## src/verilog/synth_cfg_pkg.sv

```systemverilog
// Purpose: shared constants and types of the divider configuration port
// Assumes: 8-bit register bytes, 7-bit serial slave address
// Notes: high config byte packs fb[9:8], post A, post B, pre, bit 7 reserved
package synth_cfg_pkg;
  // register addresses carried by the write protocol
  localparam logic [7:0] ADDR_CFG_LOW   = 8'h00;
  localparam logic [7:0] ADDR_CFG_HIGH  = 8'h01;
  localparam logic [7:0] ADDR_COMMAND   = 8'hf0;
  // command byte values
  localparam logic [7:0] CMD_COMMIT     = 8'h01;
  localparam logic [7:0] CMD_CAPTURE    = 8'h02;
  localparam logic [7:0] CMD_STEP_UP    = 8'h03;
  localparam logic [7:0] CMD_STEP_DOWN  = 8'h04;
  // upper five bits of the slave address
  localparam logic [4:0] SLAVE_ADDR_HI  = 5'h16;
  // value is arbitrary
  localparam logic [7:0] SIGNATURE      = 8'h5a;
  // startup divider defaults
  localparam logic [9:0] DEF_FB         = 10'h1f4;
  localparam logic [2:0] DEF_POST_A     = 3'h2;
  localparam logic       DEF_POST_B     = 1'h0;
  localparam logic       DEF_PRE        = 1'h1;
  // high config byte field positions
  localparam int         HI_FB_POS      = 0;
  localparam int         HI_PA_POS      = 2;
  localparam int         HI_PB_POS      = 5;
  localparam int         HI_PRE_POS     = 6;
  localparam logic [7:0] HI_USED_MASK   = 8'h7f;
  localparam int         PIN_COUNT      = 15;
  // read stream order
  localparam logic [1:0] RD_IDX_LOW     = 2'h0;
  localparam logic [1:0] RD_IDX_HIGH    = 2'h1;
  localparam logic [1:0] RD_IDX_SIG     = 2'h2;
  // startup load waits for the pin synchroniser to fill
  localparam logic [1:0] BOOT_LOAD      = 2'h2;
  localparam logic [1:0] BOOT_DONE      = 2'h3;
  localparam logic [3:0] BITS_PER_BYTE  = 4'h8;
  localparam logic [3:0] LAST_TX_BIT    = 4'h7;

  typedef enum logic [2:0] {st_idle, st_rx, st_ack, st_tx, st_rack} i2c_state_t;

  function automatic logic [7:0] pack_high(input logic [9:0] fb, input logic [2:0] pa,
                                           input logic pb, input logic pre);
    pack_high = {1'b0, pre, pb, pa, fb[9:8]};
  endfunction

  function automatic logic [1:0] next_idx(input logic [1:0] idx);
    next_idx = (idx == RD_IDX_SIG) ? idx : idx + 2'h1;
  endfunction
endpackage

```

## src/verilog/cfg_bus_if.sv

```systemverilog
// Purpose: register access path between the serial port and the register file
// Assumes: all signals on core_clk
// Notes: wr_stb is a one-cycle pulse, rd_data is combinational
`timescale 1ns/1ns
`default_nettype none
interface cfg_bus_if;
  logic       wr_stb;
  logic [7:0] wr_addr;
  logic [7:0] wr_data;
  logic [1:0] rd_idx;
  logic [7:0] rd_data;
  modport port_side (output wr_stb, output wr_addr, output wr_data, output rd_idx, input rd_data);
  modport reg_side  (input wr_stb, input wr_addr, input wr_data, input rd_idx, output rd_data);
endinterface
`default_nettype wire

```

## src/verilog/i2c_slave_port.sv

```systemverilog
// Purpose: serial slave, turns bus bytes into register writes and read stream
// Assumes: scl and sda sampled by core_clk, far slower than it
// Notes: open-drain sda, oe high pulls the line low
`timescale 1ns/1ns
`default_nettype none
module i2c_slave_port (
  input  wire logic       core_clk,
  input  wire logic       reset_n,
  input  wire logic       scl,
  input  wire logic       sda_in,
  input  wire logic [1:0] addr_sel,
  output logic            sda_out,
  output logic            sda_oe,
  cfg_bus_if.port_side    bus
);
  logic [1:0] line_s;
  logic       scl_q, sda_q;
  synth_cfg_pkg::i2c_state_t state_q, state_d;
  logic [3:0] cnt_q, cnt_d;
  logic [7:0] shift_q, shift_d, raddr_q, raddr_d, wdata_q, wdata_d;
  logic       first_q, first_d, read_q, read_d, phase_q, phase_d;
  logic       drive_q, drive_d, nack_q, nack_d, wstb_q, wstb_d;
  logic [1:0] idx_q, idx_d;

  pin_sync #(.WIDTH(2)) u_line_sync (
    .core_clk (core_clk),
    .reset_n  (reset_n),
    // lines kept inverted so the cleared stages match the idle-high bus
    .pin_in   ({~scl, ~sda_in}),
    .pin_out  (line_s)
  );

  wire scl_s    = ~line_s[1];
  wire sda_s    = ~line_s[0];
  wire scl_rise = scl_s & ~scl_q;
  wire scl_fall = ~scl_s & scl_q;
  wire start_c  = scl_s & scl_q & sda_q & ~sda_s;
  wire stop_c   = scl_s & scl_q & ~sda_q & sda_s;
  wire addr_hit = (shift_q[7:3] == synth_cfg_pkg::SLAVE_ADDR_HI) && (shift_q[2:1] == addr_sel);

  assign sda_out     = 1'b0;
  assign sda_oe      = drive_q;
  assign bus.wr_stb  = wstb_q;
  assign bus.wr_addr = raddr_q;
  assign bus.wr_data = wdata_q;
  assign bus.rd_idx  = idx_q;

  always_comb begin
    state_d = state_q;
    cnt_d   = cnt_q;
    shift_d = shift_q;
    raddr_d = raddr_q;
    wdata_d = wdata_q;
    first_d = first_q;
    read_d  = read_q;
    phase_d = phase_q;
    drive_d = drive_q;
    nack_d  = nack_q;
    idx_d   = idx_q;
    wstb_d  = 1'b0;
    if (start_c) begin
      state_d = synth_cfg_pkg::st_rx;
      cnt_d   = 4'h0;
      first_d = 1'b1;
      phase_d = 1'b0;
      drive_d = 1'b0;
    end else if (stop_c) begin
      state_d = synth_cfg_pkg::st_idle;
      drive_d = 1'b0;
    end else begin
      case (state_q)
        synth_cfg_pkg::st_rx: begin
          if (scl_rise) begin
            shift_d = {shift_q[6:0], sda_s};
            cnt_d   = cnt_q + 4'h1;
          end else if (scl_fall && cnt_q == synth_cfg_pkg::BITS_PER_BYTE) begin
            if (first_q) begin
              if (addr_hit) begin
                state_d = synth_cfg_pkg::st_ack;
                drive_d = 1'b1;
                read_d  = shift_q[0];
                idx_d   = synth_cfg_pkg::RD_IDX_LOW;
              end else begin
                state_d = synth_cfg_pkg::st_idle;
              end
            end else begin
              state_d = synth_cfg_pkg::st_ack;
              drive_d = 1'b1;
              phase_d = ~phase_q;
              if (!phase_q) begin
                raddr_d = shift_q;
              end else begin
                wdata_d = shift_q;
                wstb_d  = 1'b1;
              end
            end
          end
        end
        synth_cfg_pkg::st_ack: begin
          if (scl_fall) begin
            first_d = 1'b0;
            cnt_d   = 4'h0;
            if (read_q) begin
              state_d = synth_cfg_pkg::st_tx;
              shift_d = bus.rd_data;
              drive_d = ~bus.rd_data[7];
              idx_d   = synth_cfg_pkg::next_idx(idx_q);
            end else begin
              state_d = synth_cfg_pkg::st_rx;
              drive_d = 1'b0;
            end
          end
        end
        synth_cfg_pkg::st_tx: begin
          if (scl_fall) begin
            cnt_d = cnt_q + 4'h1;
            if (cnt_q == synth_cfg_pkg::LAST_TX_BIT) begin
              state_d = synth_cfg_pkg::st_rack;
              drive_d = 1'b0;
            end else begin
              shift_d = {shift_q[6:0], 1'b0};
              drive_d = ~shift_q[6];
            end
          end
        end
        synth_cfg_pkg::st_rack: begin
          if (scl_rise) begin
            nack_d = sda_s;
          end else if (scl_fall) begin
            if (nack_q) begin
              state_d = synth_cfg_pkg::st_idle;
            end else begin
              state_d = synth_cfg_pkg::st_tx;
              cnt_d   = 4'h0;
              shift_d = bus.rd_data;
              drive_d = ~bus.rd_data[7];
              idx_d   = synth_cfg_pkg::next_idx(idx_q);
            end
          end
        end
        default: state_d = synth_cfg_pkg::st_idle;
      endcase
    end
  end

  always_ff @(posedge core_clk or negedge reset_n) begin
    if (!reset_n) begin
      scl_q   <= 1'b1;
      sda_q   <= 1'b1;
      state_q <= synth_cfg_pkg::st_idle;
      cnt_q   <= 4'h0;
      shift_q <= 8'h00;
      raddr_q <= 8'h00;
      wdata_q <= 8'h00;
      first_q <= 1'b0;
      read_q  <= 1'b0;
      phase_q <= 1'b0;
      drive_q <= 1'b0;
      nack_q  <= 1'b0;
      idx_q   <= synth_cfg_pkg::RD_IDX_LOW;
      wstb_q  <= 1'b0;
    end else begin
      scl_q   <= scl_s;
      sda_q   <= sda_s;
      state_q <= state_d;
      cnt_q   <= cnt_d;
      shift_q <= shift_d;
      raddr_q <= raddr_d;
      wdata_q <= wdata_d;
      first_q <= first_d;
      read_q  <= read_d;
      phase_q <= phase_d;
      drive_q <= drive_d;
      nack_q  <= nack_d;
      idx_q   <= idx_d;
      wstb_q  <= wstb_d;
    end
  end

  property p_ack_drive;
    @(posedge core_clk) disable iff (!reset_n)
    (state_q == synth_cfg_pkg::st_ack) |-> sda_oe;
  endproperty
  a_ack_drive: assert property (p_ack_drive)
    else $error("ack slot not driven low");

  property p_read_first;
    @(posedge core_clk) disable iff (!reset_n)
    (state_q == synth_cfg_pkg::st_ack && read_q && scl_fall && !start_c && !stop_c)
      |=> (shift_q == $past(bus.rd_data)) && (idx_q == synth_cfg_pkg::RD_IDX_HIGH);
  endproperty
  a_read_first: assert property (p_read_first)
    else $error("read stream did not start with low config byte");
endmodule // i2c_slave_port
`default_nettype wire

```

## src/verilog/pin_sync.sv

```systemverilog
// Purpose: two-stage synchroniser for asynchronous pins
// Assumes: pins are quasi-static against core_clk
// Notes: only the second stage is visible
`timescale 1ns/1ns
`default_nettype none
module pin_sync #(
  parameter int WIDTH = 1
) (
  input  wire logic             core_clk,
  input  wire logic             reset_n,
  input  wire logic [WIDTH-1:0] pin_in,
  output logic      [WIDTH-1:0] pin_out
);
  logic [WIDTH-1:0] meta_q;

  always_ff @(posedge core_clk or negedge reset_n) begin
    if (!reset_n) begin
      meta_q  <= '0;
      pin_out <= '0;
    end else begin
      meta_q  <= pin_in;
      pin_out <= meta_q;
    end
  end
endmodule // pin_sync
`default_nettype wire

```

## src/verilog/synth_divider_config_port.sv

```systemverilog
// Purpose: divider settings front end, parallel pins or serial registers
// Assumes: reset_n is the master reset pin; unconnected pins pulled to defaults
// Notes: all pins but reset_n pass two flops before use, so pin changes land after two cycles
`timescale 1ns/1ns
`default_nettype none
module synth_divider_config_port (
  input  wire logic       core_clk,
  input  wire logic       reset_n,
  input  wire logic       parallel_select_n,
  input  wire logic [1:0] addr_sel,
  input  wire logic [9:0] fb_pins,
  input  wire logic [2:0] post_a_pins,
  input  wire logic       post_b_pin,
  input  wire logic       pre_pin,
  input  wire logic       scl,
  input  wire logic       sda_in,
  output logic            sda_out,
  output logic            sda_oe,
  output logic      [9:0] fb_div,
  output logic      [2:0] post_divider_a,
  output logic            post_divider_b,
  output logic            pre_div
);
  cfg_bus_if bus ();

  logic [synth_cfg_pkg::PIN_COUNT+2:0] pins_s;
  logic [9:0] fb_q, fb_d;
  logic [2:0] pa_q, pa_d;
  logic       pb_q, pb_d, pre_q, pre_d;
  logic [7:0] cfg_low_q, cfg_low_d, cfg_high_q, cfg_high_d;
  logic [1:0] boot_q, boot_d;

  pin_sync #(.WIDTH(synth_cfg_pkg::PIN_COUNT + 3)) u_pin_sync (
    .core_clk (core_clk),
    .reset_n  (reset_n),
    .pin_in   ({addr_sel, parallel_select_n, pre_pin, post_b_pin, post_a_pins, fb_pins}),
    .pin_out  (pins_s)
  );

  i2c_slave_port u_port (
    .core_clk (core_clk),
    .reset_n  (reset_n),
    .scl      (scl),
    .sda_in   (sda_in),
    .addr_sel (pins_s[17:16]),
    .sda_out  (sda_out),
    .sda_oe   (sda_oe),
    .bus      (bus.port_side)
  );

  wire [9:0] pin_fb   = pins_s[9:0];
  wire [2:0] pin_pa   = pins_s[12:10];
  wire       pin_pb   = pins_s[13];
  wire       pin_pre  = pins_s[14];
  wire       serial   = pins_s[15];
  wire       boot_load = (boot_q == synth_cfg_pkg::BOOT_LOAD);
  // hold reset defaults until the synchronised pins are valid
  wire       boot_done = (boot_q == synth_cfg_pkg::BOOT_DONE);
  wire       follow   = boot_load | (~serial & boot_done);
  wire       wr_ok    = bus.wr_stb & serial & boot_done;
  wire       wr_low   = wr_ok & (bus.wr_addr == synth_cfg_pkg::ADDR_CFG_LOW);
  wire       wr_high  = wr_ok & (bus.wr_addr == synth_cfg_pkg::ADDR_CFG_HIGH);
  wire       wr_cmd   = wr_ok & (bus.wr_addr == synth_cfg_pkg::ADDR_COMMAND);
  wire       commit   = wr_cmd & (bus.wr_data == synth_cfg_pkg::CMD_COMMIT);
  wire       capture  = wr_cmd & (bus.wr_data == synth_cfg_pkg::CMD_CAPTURE);
  wire       step_up  = wr_cmd & (bus.wr_data == synth_cfg_pkg::CMD_STEP_UP);
  wire       step_dn  = wr_cmd & (bus.wr_data == synth_cfg_pkg::CMD_STEP_DOWN);
  wire [9:0] cfg_fb   = {cfg_high_q[synth_cfg_pkg::HI_FB_POS +: 2], cfg_low_q};
  wire [2:0] cfg_pa   = cfg_high_q[synth_cfg_pkg::HI_PA_POS +: 3];
  wire       cfg_pb   = cfg_high_q[synth_cfg_pkg::HI_PB_POS];
  wire       cfg_pre  = cfg_high_q[synth_cfg_pkg::HI_PRE_POS];
  wire [7:0] pin_high = synth_cfg_pkg::pack_high(pin_fb, pin_pa, pin_pb, pin_pre);
  wire [7:0] lat_high = synth_cfg_pkg::pack_high(fb_q, pa_q, pb_q, pre_q);

  // read stream never reaches the command register
  assign bus.rd_data = (bus.rd_idx == synth_cfg_pkg::RD_IDX_LOW)  ? cfg_low_q :
                       (bus.rd_idx == synth_cfg_pkg::RD_IDX_HIGH) ? cfg_high_q :
                       synth_cfg_pkg::SIGNATURE;

  assign boot_d = (boot_q == synth_cfg_pkg::BOOT_DONE) ? boot_q : boot_q + 2'h1;

  // steps wrap freely, validity is left to the host
  assign fb_d  = follow  ? pin_fb :
                 commit  ? cfg_fb :
                 step_up ? fb_q + 10'h1 :
                 step_dn ? fb_q - 10'h1 : fb_q;
  assign pa_d  = follow ? pin_pa  : commit ? cfg_pa  : pa_q;
  assign pb_d  = follow ? pin_pb  : commit ? cfg_pb  : pb_q;
  assign pre_d = follow ? pin_pre : commit ? cfg_pre : pre_q;

  assign cfg_low_d  = follow  ? pin_fb[7:0] :
                      capture ? fb_q[7:0] :
                      wr_low  ? bus.wr_data : cfg_low_q;
  assign cfg_high_d = follow  ? pin_high :
                      capture ? lat_high :
                      wr_high ? (bus.wr_data & synth_cfg_pkg::HI_USED_MASK) : cfg_high_q;

  assign fb_div         = fb_q;
  assign post_divider_a = pa_q;
  assign post_divider_b = pb_q;
  assign pre_div        = pre_q;

  always_ff @(posedge core_clk or negedge reset_n) begin
    if (!reset_n) begin
      boot_q     <= 2'h0;
      fb_q       <= synth_cfg_pkg::DEF_FB;
      pa_q       <= synth_cfg_pkg::DEF_POST_A;
      pb_q       <= synth_cfg_pkg::DEF_POST_B;
      pre_q      <= synth_cfg_pkg::DEF_PRE;
      cfg_low_q  <= synth_cfg_pkg::DEF_FB[7:0];
      cfg_high_q <= synth_cfg_pkg::pack_high(synth_cfg_pkg::DEF_FB, synth_cfg_pkg::DEF_POST_A,
                                             synth_cfg_pkg::DEF_POST_B, synth_cfg_pkg::DEF_PRE);
    end else begin
      boot_q     <= boot_d;
      fb_q       <= fb_d;
      pa_q       <= pa_d;
      pb_q       <= pb_d;
      pre_q      <= pre_d;
      cfg_low_q  <= cfg_low_d;
      cfg_high_q <= cfg_high_d;
    end
  end

  property p_par_follow;
    @(posedge core_clk) disable iff (!reset_n)
    (!serial && boot_done) |=> (fb_q == $past(pin_fb)) && (pa_q == $past(pin_pa)) && (pre_q == $past(pin_pre));
  endproperty
  a_par_follow: assert property (p_par_follow)
    else $error("dividers not following pins in parallel mode");

  property p_boot_load;
    @(posedge core_clk) disable iff (!reset_n)
    boot_load |=> (fb_q == $past(pin_fb)) && (pb_q == $past(pin_pb));
  endproperty
  a_boot_load: assert property (p_boot_load)
    else $error("startup load missed pins");

  property p_par_ignore_wr;
    @(posedge core_clk) disable iff (!reset_n)
    (bus.wr_stb && !serial) |=> (cfg_low_q == $past(pin_fb[7:0])) && (fb_q == $past(pin_fb));
  endproperty
  a_par_ignore_wr: assert property (p_par_ignore_wr)
    else $error("write took effect in parallel mode");

  property p_mirror;
    @(posedge core_clk) disable iff (!reset_n)
    (!serial && $past(!serial)) |-> (cfg_low_q == fb_q[7:0]) && (cfg_high_q == lat_high);
  endproperty
  a_mirror: assert property (p_mirror)
    else $error("config registers not mirroring dividers");

  property p_serial_hold;
    @(posedge core_clk) disable iff (!reset_n)
    (serial && !bus.wr_stb && !boot_load) |=> $stable(fb_q) && $stable(cfg_low_q) && $stable(cfg_high_q);
  endproperty
  a_serial_hold: assert property (p_serial_hold)
    else $error("state changed in serial mode without a write");

  property p_leave_serial;
    @(posedge core_clk) disable iff (!reset_n)
    $fell(serial) |=> (cfg_low_q == $past(pin_fb[7:0])) && (fb_q == $past(pin_fb));
  endproperty
  a_leave_serial: assert property (p_leave_serial)
    else $error("falling mode select did not reload pins");

  property p_commit;
    @(posedge core_clk) disable iff (!reset_n)
    commit |=> (fb_q == $past(cfg_fb)) && (pa_q == $past(cfg_pa)) && (pre_q == $past(cfg_pre));
  endproperty
  a_commit: assert property (p_commit)
    else $error("commit did not load dividers");

  property p_capture;
    @(posedge core_clk) disable iff (!reset_n)
    capture |=> (cfg_low_q == $past(fb_q[7:0])) && (cfg_high_q == $past(lat_high)) && $stable(fb_q);
  endproperty
  a_capture: assert property (p_capture)
    else $error("capture did not copy dividers");

  property p_step;
    @(posedge core_clk) disable iff (!reset_n)
    (step_up || step_dn) |=> (fb_q == ($past(step_up) ? 10'($past(fb_q) + 10'h1) : 10'($past(fb_q) - 10'h1)))
                              && $stable(cfg_low_q) && $stable(cfg_high_q);
  endproperty
  a_step: assert property (p_step)
    else $error("step command wrong");

endmodule // synth_divider_config_port
`default_nettype wire
```

## config.mk

```make
export PLATFORM = sky130hd
export DESIGN_NAME = synth_divider_config_port
export DESIGN_NICKNAME = d
export VERILOG_FILES = /design/src/verilog/synth_cfg_pkg.sv /design/src/verilog/cfg_bus_if.sv /design/src/verilog/i2c_slave_port.sv /design/src/verilog/pin_sync.sv /design/src/verilog/synth_divider_config_port.sv
export SDC_FILE = /design/constraint.sdc
export NUM_CORES = 1
export LEC_CHECK = 0
export BUFFER_PORTS_ARGS = -buffer_cell sky130_fd_sc_hd__buf_2
export CORE_ASPECT_RATIO = 1.5
export CORE_MARGIN = 8
export CORE_UTILIZATION = 42
export DETAILED_ROUTE_END_ITERATION = 16
export GPL_TIMING_DRIVEN = 0
export SKIP_LAST_GASP = 1
export SLEW_MARGIN = 30
export SYNTH_ARGS = -nofsm -noshare
export SYNTH_HDL_FRONTEND = slang
export SYNTH_SLANG_ARGS = --single-unit
```

## constraint.sdc

```tcl
create_clock -name core_clk -period 6.35 [get_ports core_clk]
set_input_delay 0.3175 -clock core_clk [delete_from_list [all_inputs] [get_ports core_clk]]
set_output_delay 0.3175 -clock core_clk [all_outputs]
set_load 0.005 [all_outputs]
```

==> results.sh <==
export IMPL_start_kind="flip-flop"
export IMPL_antenna_left=0
export IMPL_antenna_found_initial=0
export IMPL_finClkSkew_ns=0.00679
export IMPL_yosys_area_share_simple_pct=17.0
export IMPL_crit_type="flip-flop to flip-flop"
export IMPL_end_kind="flip-flop"
export IMPL_cpMaxStageDelayCell="a41oi_1"
export IMPL_synth_edff_count=0
export IMPL_crit_chain="ha_1 > and4bb_2 > nand2_1 > nor4b_1 > nand3_1 > ha_1 > a211oi_1 > o211ai_1 > a41oi_1 > and4b_1 > a32o_1 > nor2_1"
export IMPL_vias=4354
export IMPL_grt_pass1_wl_mm=23.7
export IMPL_holdWs_ns=0.00808
export IMPL_fin_setup_tns_ns=0
export IMPL_met2_usage_pct=32.6
export IMPL_clock_path_buffers=2
export IMPL_cp_max_fo=9
export IMPL_avgViaCountPerCell=5.60
export IMPL_dpl_hpwl_mm=10.5
export IMPL_gp_congestion=0.884
export IMPL_ctsResizeCount=0
export IMPL_fmax_mhz=258
export IMPL_cts_tree="built"
export IMPL_min_period_over_period_pct=61.0
export IMPL_ir_drop_mv=0.195
export IMPL_crit_arrival_ns=4.18
export IMPL_critPathBufInv=0
export IMPL_final_cell_mix="dfrtp_1 (95), nand2_1 (56), buf_2 (43)"
export IMPL_status="finished clean"
export IMPL_hold_class="primary input to flip-flop"
export IMPL_use_met1_pct=19.1
export IMPL_dieArea_sq_mm=0.0171
export IMPL_syn_num_nets=568
export IMPL_avgSynthCellArea_sq_um=10.4
export IMPL_diodes=0
export IMPL_grt_busiest_layer="met2"
export IMPL_synth_adder_area_share_pct=3.77
export IMPL_layout_min_cycle_time_ns=3.88
export IMPL_synth_area_sq_mm=0.00551
export IMPL_port_buffers=37
export IMPL_wl_mm=14.3
export IMPL_dieHeight_um=156
export IMPL_netlist_instances=530
export IMPL_synthXorXnorAreaFrac_pct=1.43
export IMPL_cts_hold_buf=18
export IMPL_synth_compound_area_share_pct=17.0
export IMPL_synth_distinct_cells=73
export IMPL_post_cts_buffers=0
export IMPL_crit_required_ns=6.66
export IMPL_grt_start_max_net_pins=89
export IMPL_syn_to_final_growth_pct=21.7
export IMPL_synth_seq_cells=113
export IMPL_cts_max_level=4
export IMPL_die_w_um=110
export IMPL_power_density_mw_per_mm2=313
export IMPL_clockRootBuffer="clkbuf_16"
export IMPL_synth_flop_cell="dfrtp_1"
export IMPL_final_net_count=643
export IMPL_wl_per_cell_um=18.4
export IMPL_hold_viol=0
export IMPL_cts_sinks=113
export IMPL_clk_latency_ns=0.42
export IMPL_final_common_cell="dfrtp_1"
export IMPL_use_met3_pct=3.09
export IMPL_drive_gt1_share_pct=23.9
export IMPL_first_iter_violations=180
export IMPL_cts_buffers=17
export IMPL_fin_cells=777
export IMPL_start_util_pct=42.8
export IMPL_power_leakage_nw=3.02
export IMPL_setup_viol=0
export IMPL_clk_pin_slew_worst_paths_ns=0.06
export IMPL_drv_cap=0
export IMPL_core_sq_mm=0.0129
export IMPL_drc=0
export IMPL_crit_family="simple AND/OR/NAND/NOR gates"
export IMPL_yosysWarnings=0
export IMPL_grt_pass1_vias=4550
export IMPL_firstDrtPassIters=4
export IMPL_regToRegSetupSlack_ns=2.47
export IMPL_grt_use_total_pct=17.9
export IMPL_relSlewSlack_pct=36.7
export IMPL_rsz0062_at_grt="false"
export IMPL_slew_violations=0
export IMPL_worst_pin_slew_ns=0.941
export IMPL_synth_top_family_by_area="compound AO/OA/AOI/OAI gates"
export IMPL_overflow=0
export IMPL_rows=51
export IMPL_critPathMaxStageDelay_ns=0.50
export IMPL_pin_count=39
export IMPL_synth_mux_area_share_pct=5.67
export IMPL_timing_critical_path_mode_cell="ha_1"
export IMPL_synth_seq_area_share_pct=51.7
export IMPL_synthArstFlopShare_pct=100
export IMPL_post_place_cells=727
sequential cells by signal, summed over array words and instances (netlist names), 2 cells and up:
name                        cells
u_port.cnt_q                    4
u_port.bus.rd_idx               2
post_divider_a                  3
cfg_low_q                       8
boot_q                          2
u_port.state_q                  3
u_port.bus.wr_addr              8
u_pin_sync.pin_out             18
u_port.shift_q                  8
u_port.bus.wr_data              8
fb_div                         10
u_pin_sync.meta_q              18
u_port.u_line_sync.pin_out      2
cfg_high_q                      7
u_port.u_line_sync.meta_q       2
through the flow:
step                utilization, %  instance area [sq um]  power [mW]  setup slack, ns
CTS                           52.1                   6710        2.12             2.51
detailed placement            46.0                   5930        1.14             2.55
global route                  52.1                   6710        2.19             2.20
finish                        52.1                   6710        2.10             2.47
floorplan                        -                   5510        1.03             3.21
global placement              45.7                   5900        1.13             2.64
layer usage:
| layer | part of all wire (%) | routed length (um) | vias to the layer above |
|---|---|---|---|
| met2 | 56 | 7990 | 96 |
| met4 | 3.1 | 441 | 0 |
| met1 | 39 | 5530 | 2171 |
| li1 | - | - | 2059 |
| met5 | 0 | 0 | - |
| met3 | 2.5 | 365 | 28 |
kinds of logic after synthesis:
group,Yosys count
adder cells (fa/ha/maj),16
buffers and inverters,43
AO/OA/AOI/OAI,144
multiplexers,28
flip-flops,113
other,1
AND/OR/NAND/NOR,176
XOR/XNOR,9
worst register-to-register path: stages (launching register included):
cell and delay [ns]:
dfrtp_1 0.39, ha_1 0.27, and4bb_2 0.33, nand2_1 0.07
nor4b_1 0.24, nand3_1 0.39, ha_1 0.45, a211oi_1 0.39
o211ai_1 0.23, a41oi_1 0.50, and4b_1 0.28, a32o_1 0.17
nor2_1 0.04
area by class of cell:
cell class	count	area (sq um)
clock buffers	17	425
flip-flops and latches	113	2850
fillers	1174	6180
multi-input cells	374	2470
repair buffers	56	403
well taps	159	199
plain buffers	20	101
clock inverters	15	171
inverters	23	86.3
cells in the mapped netlist (3+ instances only):
library cell	instances	area share, %
nand2_1	56	3.8
a211oi_1	6	0.82
nand3_1	9	0.82
and2_1	4	0.45
o21a_1	9	1.2
nor3_1	6	0.54
and3_1	4	0.45
nor4_1	4	0.45
a21oi_1	34	3.1
a31oi_1	9	1.0
nor4b_1	3	0.48
o22ai_1	4	0.45
buf_4	4	0.54
o2bb2ai_1	5	0.79
inv_1	23	1.6
or3_1	3	0.34
ha_1	15	3.4
o31ai_1	11	1.5
a21o_1	4	0.54
nand2b_1	9	1.0
o21ai_0	38	3.4
dfstp_2	18	8.6
xor2_1	3	0.48
clkbuf_1	7	0.48
o211ai_1	3	0.41
mux2_2	26	5.3
nand4_1	4	0.45
or2_2	3	0.34
buf_2	7	0.64
xnor2_1	6	0.95
nor2b_1	7	0.79
dfrtp_1	95	43
nor2_1	40	2.7
nand2_2	4	0.45
final timing paths:
kind                                           start                     to  cells after the start
worst min-delay path                     addr_sel[0]  u_pin_sync.meta_q[16]                      1
worst min register to register  u_pin_sync.meta_q[2]  u_pin_sync.pin_out[2]                      0
max in group asynchronous                    reset_n           cfg_low_q[2]                      3
min in group asynchronous                    reset_n              boot_q[0]                      2
worst max-delay path                       boot_q[0]              fb_div[9]                     12
worst max register to register             boot_q[0]              fb_div[9]                     12
power by group:
| group | internal (mW) | switching, mW | total [mW] |
|---|---|---|---|
| combinational | 0.129 | 0.157 | 0.286 |
| sequential | 0.788 | 0.0636 | 0.852 |
| clock | 0.587 | 0.376 | 0.963 |
No activity file was read; power rests on OpenSTA's default activity.
